===== src/ccrg_regs.vh =====
`ifndef CCRG_REGS_VH
`define CCRG_REGS_VH
// ==========================================================================
// Register byte offsets.
`define CCRG_OFS_POWER_MGMT_CONTROL 4'h0
`define CCRG_OFS_SERIAL0 4'h4
`define CCRG_OFS_SERIAL1 4'h8
`define CCRG_OFS_SPI 4'hc
// ==========================================================================
// Power management control fields.
`define CCRG_MULT_LSB 0
`define CCRG_MULT_MSB 5
`define CCRG_DIV_LSB 6
`define CCRG_DIV_MSB 7
`define CCRG_INDIV_BIT 8
`define CCRG_SWSEL_BIT 9
`define CCRG_SDR_LSB 18
`define CCRG_SDR_MSB 20
`define CCRG_POWER_MGMT_CONTROL_MASK 32'h001c03ff
// ==========================================================================
// Strap codes and ratios.
`define CCRG_STRAP_6 2'h0
`define CCRG_STRAP_32 2'h1
`define CCRG_STRAP_16 2'h2
`define CCRG_RATIO_6 6'h06
`define CCRG_RATIO_16 6'h10
`define CCRG_RATIO_32 6'h20
// ==========================================================================
// Reset values and timing.
`define CCRG_SERIAL_RST 16'h0004
`define CCRG_SPI_RST 16'h0004
`define CCRG_CORE_EXTRA 2'h2
`define CCRG_READ_ZERO 32'h00000000
`endif


===== src/ccrg_core_clock_and_reset_gen.v =====
// Behaviour
// - The clock ratio strap is captured while external reset is held and fixes the core ratio.
// - Strap code 00 gives 6:1, 01 gives 32:1, 10 gives 16:1, and 11 is reserved.
// - Software may select further ratios via the power management control register.
// - Core rate is input rate times multiplier divided by divider.
// - The input stage passes the reference directly or halves it when enabled.
// - The peripheral clock runs at half the core clock.
// - Each serial clock is the peripheral clock divided by its own divider register.
// - The SDRAM clock is the core clock divided by one more than the ratio in control bits 20 to 18.
// - The SPI clock is the peripheral clock divided by the SPI rate register.
// - Core reset stays asserted 4096 reference periods plus 2 core periods after release.
// - A missed setup window may add one reference period, giving 4097 at most.
`timescale 1ns/1ps
`include "ccrg_regs.vh"
module ccrg_core_clock_and_reset_gen #(
    parameter RST_CYCLES = 4096,
    parameter REF_DIV = 4
) (
    input wire clk,
    input wire rst_b,
    input wire ext_reset_b,
    input wire [1:0] clock_ratio_strap,
    input wire [3:0] avs_address,
    input wire avs_read,
    input wire avs_write,
    input wire [31:0] avs_writedata,
    output reg [31:0] avs_readdata,
    output reg avs_waitrequest,
    output reg ref_clock_en,
    output reg core_clock_en,
    output reg periph_clock_en,
    output reg [1:0] serial_clock_en,
    output reg sdram_clock_en,
    output reg spi_clock_en,
    output reg core_reset_b,
    output reg [5:0] core_ratio
);
    // ======================================================================
    // Strap capture and reset release synchroniser.
    reg [1:0] strap_q;
    reg ext_s1_q;
    reg ext_s2_q;
    always @(posedge clk or negedge rst_b) begin
        if (!rst_b) begin
            strap_q <= `CCRG_STRAP_6;
            ext_s1_q <= 1'b0;
            ext_s2_q <= 1'b0;
        end else begin
            ext_s1_q <= ext_reset_b;
            ext_s2_q <= ext_s1_q;
            if (!ext_reset_b) begin
                strap_q <= clock_ratio_strap;
            end
        end
    end

    function [5:0] strap_ratio;
        input [1:0] code;
        begin
            case (code)
                `CCRG_STRAP_6: strap_ratio = `CCRG_RATIO_6;
                `CCRG_STRAP_32: strap_ratio = `CCRG_RATIO_32;
                `CCRG_STRAP_16: strap_ratio = `CCRG_RATIO_16;
                default: strap_ratio = `CCRG_RATIO_6;
            endcase
        end
    endfunction

    // ======================================================================
    // Registers over Avalon-MM; one wait cycle per access.
    reg [31:0] power_mgmt_control_q;
    reg [15:0] serial_div_q [0:1];
    reg [15:0] spi_rate_q;
    reg ack_q;
    wire req = (avs_read | avs_write) & ~ack_q;
    always @(posedge clk or negedge rst_b) begin
        if (!rst_b) begin
            power_mgmt_control_q <= `CCRG_READ_ZERO;
            serial_div_q[0] <= `CCRG_SERIAL_RST;
            serial_div_q[1] <= `CCRG_SERIAL_RST;
            spi_rate_q <= `CCRG_SPI_RST;
            ack_q <= 1'b0;
            avs_waitrequest <= 1'b1;
            avs_readdata <= `CCRG_READ_ZERO;
        end else begin
            ack_q <= req;
            avs_waitrequest <= ~req;
            if (req && avs_write) begin
                case (avs_address)
                    `CCRG_OFS_POWER_MGMT_CONTROL: power_mgmt_control_q <= avs_writedata & `CCRG_POWER_MGMT_CONTROL_MASK;
                    `CCRG_OFS_SERIAL0: serial_div_q[0] <= avs_writedata[15:0];
                    `CCRG_OFS_SERIAL1: serial_div_q[1] <= avs_writedata[15:0];
                    `CCRG_OFS_SPI: spi_rate_q <= avs_writedata[15:0];
                    default: ;
                endcase
            end
            if (req && avs_read) begin
                case (avs_address)
                    `CCRG_OFS_POWER_MGMT_CONTROL: avs_readdata <= power_mgmt_control_q;
                    `CCRG_OFS_SERIAL0: avs_readdata <= {16'h0000, serial_div_q[0]};
                    `CCRG_OFS_SERIAL1: avs_readdata <= {16'h0000, serial_div_q[1]};
                    `CCRG_OFS_SPI: avs_readdata <= {16'h0000, spi_rate_q};
                    default: avs_readdata <= `CCRG_READ_ZERO;
                endcase
            end
        end
    end

    // ======================================================================
    // Core clock synthesis as a fractional enable.
    // The accumulator adds the multiplier every system cycle and fires at reference length times divider.
    wire [5:0] mult = power_mgmt_control_q[`CCRG_SWSEL_BIT] ? power_mgmt_control_q[`CCRG_MULT_MSB:`CCRG_MULT_LSB]
                                               : strap_ratio(strap_q);
    wire [2:0] pdiv = power_mgmt_control_q[`CCRG_SWSEL_BIT] ? {1'b0, power_mgmt_control_q[`CCRG_DIV_MSB:`CCRG_DIV_LSB]} + 3'h1
                                               : 3'h1;
    wire indiv = power_mgmt_control_q[`CCRG_SWSEL_BIT] & power_mgmt_control_q[`CCRG_INDIV_BIT];
    reg [7:0] ref_cnt_q;
    reg [9:0] acc_q;
    reg [9:0] step;
    reg [9:0] thresh;
    always @* begin
        step = {4'h0, mult};
        thresh = {2'h0, REF_DIV[7:0]} * {7'h00, pdiv};
        if (indiv) begin
            // A halved input doubles the system cycles per core tick.
            thresh = {thresh[8:0], 1'b0};
        end
    end
    always @(posedge clk or negedge rst_b) begin
        if (!rst_b) begin
            ref_cnt_q <= 8'h00;
            ref_clock_en <= 1'b0;
            acc_q <= 10'h000;
            core_clock_en <= 1'b0;
            core_ratio <= 6'h00;
        end else begin
            ref_clock_en <= (ref_cnt_q == REF_DIV[7:0] - 8'h01);
            ref_cnt_q <= (ref_cnt_q == REF_DIV[7:0] - 8'h01) ? 8'h00 : ref_cnt_q + 8'h01;
            core_ratio <= mult;
            // Ticks spread evenly, at most one per cycle, so the core rate cannot pass the system clock.
            if (acc_q + step >= thresh) begin
                acc_q <= acc_q + step - thresh;
                core_clock_en <= 1'b1;
            end else begin
                acc_q <= acc_q + step;
                core_clock_en <= 1'b0;
            end
        end
    end

    // ======================================================================
    // Derived clocks from core enable.
    reg pdiv_q;
    reg [2:0] sdr_cnt_q;
    reg [15:0] ser_cnt_q [0:1];
    reg [15:0] spi_cnt_q;
    wire pclk_tick = core_clock_en & pdiv_q;
    wire [2:0] sdram_clock_ratio = power_mgmt_control_q[`CCRG_SDR_MSB:`CCRG_SDR_LSB];
    always @(posedge clk or negedge rst_b) begin
        if (!rst_b) begin
            pdiv_q <= 1'b0;
            periph_clock_en <= 1'b0;
            sdr_cnt_q <= 3'h0;
            sdram_clock_en <= 1'b0;
            spi_cnt_q <= 16'h0000;
            spi_clock_en <= 1'b0;
        end else begin
            if (core_clock_en) begin
                pdiv_q <= ~pdiv_q;
            end
            periph_clock_en <= pclk_tick;
            sdram_clock_en <= 1'b0;
            if (core_clock_en) begin
                sdr_cnt_q <= (sdr_cnt_q >= sdram_clock_ratio) ? 3'h0 : sdr_cnt_q + 3'h1;
                sdram_clock_en <= (sdr_cnt_q >= sdram_clock_ratio);
            end
            spi_clock_en <= 1'b0;
            if (pclk_tick) begin
                spi_cnt_q <= (spi_cnt_q + 16'h0001 >= spi_rate_q) ? 16'h0000 : spi_cnt_q + 16'h0001;
                spi_clock_en <= (spi_cnt_q + 16'h0001 >= spi_rate_q);
            end
        end
    end

    genvar g;
    generate
        for (g = 0; g < 2; g = g + 1) begin : ser
            always @(posedge clk or negedge rst_b) begin
                if (!rst_b) begin
                    ser_cnt_q[g] <= 16'h0000;
                    serial_clock_en[g] <= 1'b0;
                end else begin
                    serial_clock_en[g] <= 1'b0;
                    if (pclk_tick) begin
                        serial_clock_en[g] <= (ser_cnt_q[g] + 16'h0001 >= serial_div_q[g]);
                        ser_cnt_q[g] <= (ser_cnt_q[g] + 16'h0001 >= serial_div_q[g]) ? 16'h0000
                                                                                     : ser_cnt_q[g] + 16'h0001;
                    end
                end
            end
        end
    endgenerate

    // ======================================================================
    // Core reset release: reference count then two core edges.
    localparam ST_HOLD = 3'b001;
    localparam ST_COUNT = 3'b010;
    localparam ST_RUN = 3'b100;
    reg [2:0] st_q;
    reg [12:0] rcnt_q;
    reg [1:0] ccnt_q;
    always @(posedge clk or negedge rst_b) begin
        if (!rst_b) begin
            st_q <= ST_HOLD;
            rcnt_q <= 13'h0000;
            ccnt_q <= 2'h0;
            core_reset_b <= 1'b0;
        end else if (!ext_s2_q) begin
            st_q <= ST_HOLD;
            rcnt_q <= 13'h0000;
            ccnt_q <= 2'h0;
            core_reset_b <= 1'b0;
        end else begin
            case (st_q)
                ST_HOLD: begin
                    st_q <= ST_COUNT;
                end
                ST_COUNT: begin
                    if (rcnt_q < RST_CYCLES[12:0]) begin
                        if (ref_clock_en) begin
                            rcnt_q <= rcnt_q + 13'h0001;
                        end
                    end else if (core_clock_en) begin
                        ccnt_q <= ccnt_q + 2'h1;
                        if (ccnt_q + 2'h1 == `CCRG_CORE_EXTRA) begin
                            st_q <= ST_RUN;
                            core_reset_b <= 1'b1;
                        end
                    end
                end
                ST_RUN: begin
                    core_reset_b <= 1'b1;
                end
                default: begin
                    st_q <= ST_HOLD;
                end
            endcase
        end
    end
endmodule


===== config.mk =====
export PLATFORM = sky130hd
export DESIGN_NAME = ccrg_core_clock_and_reset_gen
export DESIGN_NICKNAME = d
export VERILOG_FILES = /design/src/ccrg_core_clock_and_reset_gen.v
export VERILOG_INCLUDE_DIRS = /design/src
export SDC_FILE = /design/constraint.sdc
export NUM_CORES = 1
export LEC_CHECK = 0
export BUFFER_PORTS_ARGS = -buffer_cell sky130_fd_sc_hd__buf_2
export CORE_UTILIZATION = 55
export CTS_CLUSTER_SIZE = 25
export DETAILED_ROUTE_END_ITERATION = 10
export PLACE_DENSITY = 0.86
export SLEW_MARGIN = 10
export SYNTH_ARGS = -nofsm -noshare
export SYNTH_HDL_FRONTEND = slang
export SYNTH_SLANG_ARGS = --single-unit

===== constraint.sdc =====
create_clock -name clk -period 4.39 [get_ports clk]
set_input_delay 0.878 -clock clk [delete_from_list [all_inputs] [get_ports clk]]
set_output_delay 0.878 -clock clk [all_outputs]
set_load 0.01 [all_outputs]

==> flow_metrics.env <==
export IMPL_status="finished, final reports clean"
export IMPL_final_cell_mix="dfrtp_1, nand2_1, ha_1, inv_1, mux2_2"
export IMPL_ys_seq_elements=188
export IMPL_yosys_area_top_type="dfrtp_1"
export IMPL_synthArstFlopShare_pct=100
export IMPL_die_h_um=142
export IMPL_die_area_um2=20000
export IMPL_endpoint_kind="flip-flop"
export IMPL_gp_congestion=0.850
export IMPL_cts_setup_buffers=0
export IMPL_yosys_top_cells_area="dfrtp_1, ha_1, mux2_2"
export IMPL_drc=0
export IMPL_grt_pass1_vias=8072
export IMPL_overflow=0
export IMPL_worstMarginPinSlew_ps=1100
export IMPL_yosysTopAreaCellShare_pct=42.7
export IMPL_finClkSkew_ps=13.3
export IMPL_drive_above_1_share_pct=18.8
export IMPL_hold_path_class="flip-flop to flip-flop"
export IMPL_die_w_um=142
export IMPL_p_per_area_nw_per_um2=536
export IMPL_grt_setup_unrepaired="false"
export IMPL_grt_pass1_wl_um=40400
export IMPL_antenna_diode_count=0
export IMPL_syn_area_um2=10700
export IMPL_fp_row_count=50
export IMPL_core_area_um2=18900
export IMPL_hpwl_um=17400
export IMPL_place_area_um2=11300
export IMPL_layout_nets=1224
export IMPL_timing_final_crit_share_pct=93.7
export IMPL_crit_path_start="strap_q[0]$_DFFE_PN0N_"
export IMPL_r2r_end="acc_q[4]$_DFF_PN0_"
export IMPL_cts_tree="done"
export IMPL_grt_total_usage_pct=26.1
export IMPL_critical_path_class="flip-flop to flip-flop"
export IMPL_drv_slew=0
export IMPL_drt_initial_drc_count=607
export IMPL_via_count=8230
export IMPL_antenna_found_initial=0
export IMPL_clock_sinks=188
export IMPL_power_leakage_uw=0.00579
export IMPL_hold_viol=0
export IMPL_crit_arrival_ps=4440
export IMPL_ant_nets=0
export IMPL_yosysWarnings=0
export IMPL_cts_root_buf="clkbuf_16"
export IMPL_clockBufferDepth=2
export IMPL_area_delta_synth_final_pct=11.1
export IMPL_fin_crit_ps=4110
export IMPL_syn_inst=1043
export IMPL_r2r_start="strap_q[0]$_DFFE_PN0N_"
export IMPL_tns_ps=0
export IMPL_avgViaCountPerCell=5.97
export IMPL_max_freq_mhz=243
export IMPL_synth_edf_count=0
export IMPL_maxCapViolCount=0
export IMPL_max_slew_margin_pct=26.4
export IMPL_worst_r2r_setup_slack_ps=280
export IMPL_wl_per_cell_um=18.0
export IMPL_synth_seq_area_share_pct=44.0
export IMPL_ir_worst_vdd_v=0.000271
export IMPL_cp_max_fo=7
export IMPL_synth_main_ff_cell="dfrtp_1"
export IMPL_clock_insertion_delay_worst_skew_ps=440
export IMPL_start_util_pct=56.7
export IMPL_multi_input_comb_area_um2=5570
export IMPL_finalSetupViolations=0
export IMPL_ys_types=67
export IMPL_start_kind="flip-flop"
export IMPL_seq_area_um2=4710
export IMPL_grt_max_degree=102
export IMPL_clkTransAtPathRegs_ps=70
export IMPL_cts_buffers=17
export IMPL_syn_area_per_cell_um2=10.3
export IMPL_cp_endpoint="acc_q[4]$_DFF_PN0_"
export IMPL_firstDrtPassIters=5
export IMPL_postCtsHoldBufs=0
export IMPL_ctsHtreeMaxLevel=4
export IMPL_required_ps=4720
export IMPL_io_buffer_count=63
export IMPL_reg2regPathDepth=15
export IMPL_stdcell_area_um2=11900
export IMPL_fillers=1461
export IMPL_post_cts_resized=0
export IMPL_ios=90
export IMPL_mostFrequentLayoutCell="dfrtp_1"
export IMPL_wirelength_um=24800
## cell type report
cell class / instances / share of cell area [%]
well taps: 260 / 2.73
multi-input cells: 749 / 46.8
inverters: 69 / 2.18
clock buffers: 20 / 3.84
repair buffers: 82 / 3.92
flip-flops and latches: 188 / 39.6
clock inverters: 11 / 1.01
## per-stage QoR
| step | setup slack, ps | hold slack, ps | power [uW] | util [%] | std cells |
|---|---|---|---|---|---|
| 4_1_cts | 288 | 357 | 6390 | 63.0 | 1379 |
| 2_1_floorplan | 632 | 331 | 4150 | - | 1055 |
| 3_3_place_gp | 480 | 332 | 4680 | 60.0 | 1348 |
| 6_report | 276 | 353 | 6380 | 63.0 | 1379 |
| 3_5_place_dp | 334 | 339 | 4810 | 60.0 | 1348 |
| 5_1_grt | 65.3 | 357 | 6790 | 63.0 | 1379 |
## state kept, by name (all words and copies together), names as in the netlist, 3 cells and up
signal	cells
ser_cnt_q	32
serial_div_q	32
avs_readdata	19
spi_cnt_q	16
spi_rate_q	16
power_mgmt_control_q	13
rcnt_q	13
acc_q	10
ref_cnt_q	8
core_ratio	6
sdr_cnt_q	3
st_q	3
## cells by family (layout without fill, tap and decap cells)
| logic type | count (synthesis) | count (layout) | share of synthesized area, % |
|---|---|---|---|
| compound gates | 208 | 208 | 14.0 |
| other cells | 1 | 13 | 0.0350 |
| buf+inv | 118 | 182 | 4.72 |
| flops | 188 | 188 | 44.0 |
| xor+xnor | 68 | 68 | 5.56 |
| simple gates | 310 | 310 | 14.9 |
| fa+ha+maj | 74 | 74 | 8.78 |
| mux | 76 | 76 | 8.04 |
## layer usage
metal	wire, um	global-route usage [%]	vias to the layer above
met3	1340	5.16	68
met5	0	0	-
met4	954	14.0	0
li1	-	-	3839
met2	12100	42.7	252
met1	10400	32.8	4071
## synthesized netlist by cell type, drive strengths merged (10+ instances only)
cell / count
a211oi: 10
a21oi: 19
a221oi: 13
a22o: 34
and2: 20
and3: 23
buf: 18
clkbuf: 31
dfrtp: 183
ha: 72
inv: 69
mux2: 72
nand2: 101
nand3: 33
nand4: 14
nor2: 45
nor2b: 21
nor3: 19
o21ai: 56
o31ai: 26
xnor2: 37
xor2: 31
## report_power, final
part	total [uW]	internal [uW]	switching, uW	leakage, uW
sequential	2400	2060	341	0.00244
combinational	2440	1070	1370	0.00308
clock	1530	864	671	0.000278
total	6380	4000	2390	0.00579
## worst min-delay path by stage
stage,cells after the start,slack [ps],from,end
4_1_cts,0,360,ext_s1_q$_DFF_PN0_,ext_s2_q$_DFF_PN0_
3_5_place_dp,0,340,ext_s1_q$_DFF_PN0_,ext_s2_q$_DFF_PN0_
3_3_place_gp,0,330,ext_s1_q$_DFF_PN0_,ext_s2_q$_DFF_PN0_
5_1_grt,0,360,ext_s1_q$_DFF_PN0_,ext_s2_q$_DFF_PN0_
2_1_floorplan,0,330,ext_s1_q$_DFF_PN0_,ext_s2_q$_DFF_PN0_
6_report,0,350,ext_s1_q$_DFF_PN0_,ext_s2_q$_DFF_PN0_
## critical path: stages (launching register included)
cell	delay, ps
dfrtp_1	390
inv_1	70
ha_1	290
nand2b_1	110
nand2_1	120
fa_1	480
a21o_2	270
a21oi_1	180
xnor2_1	110
ha_1	360
nand2_1	90
nor2_1	200
or4b_1	460
a21oi_1	180
and4b_1	340
mux2_4	340
Note: power is estimated with default switching activity, not from simulation.
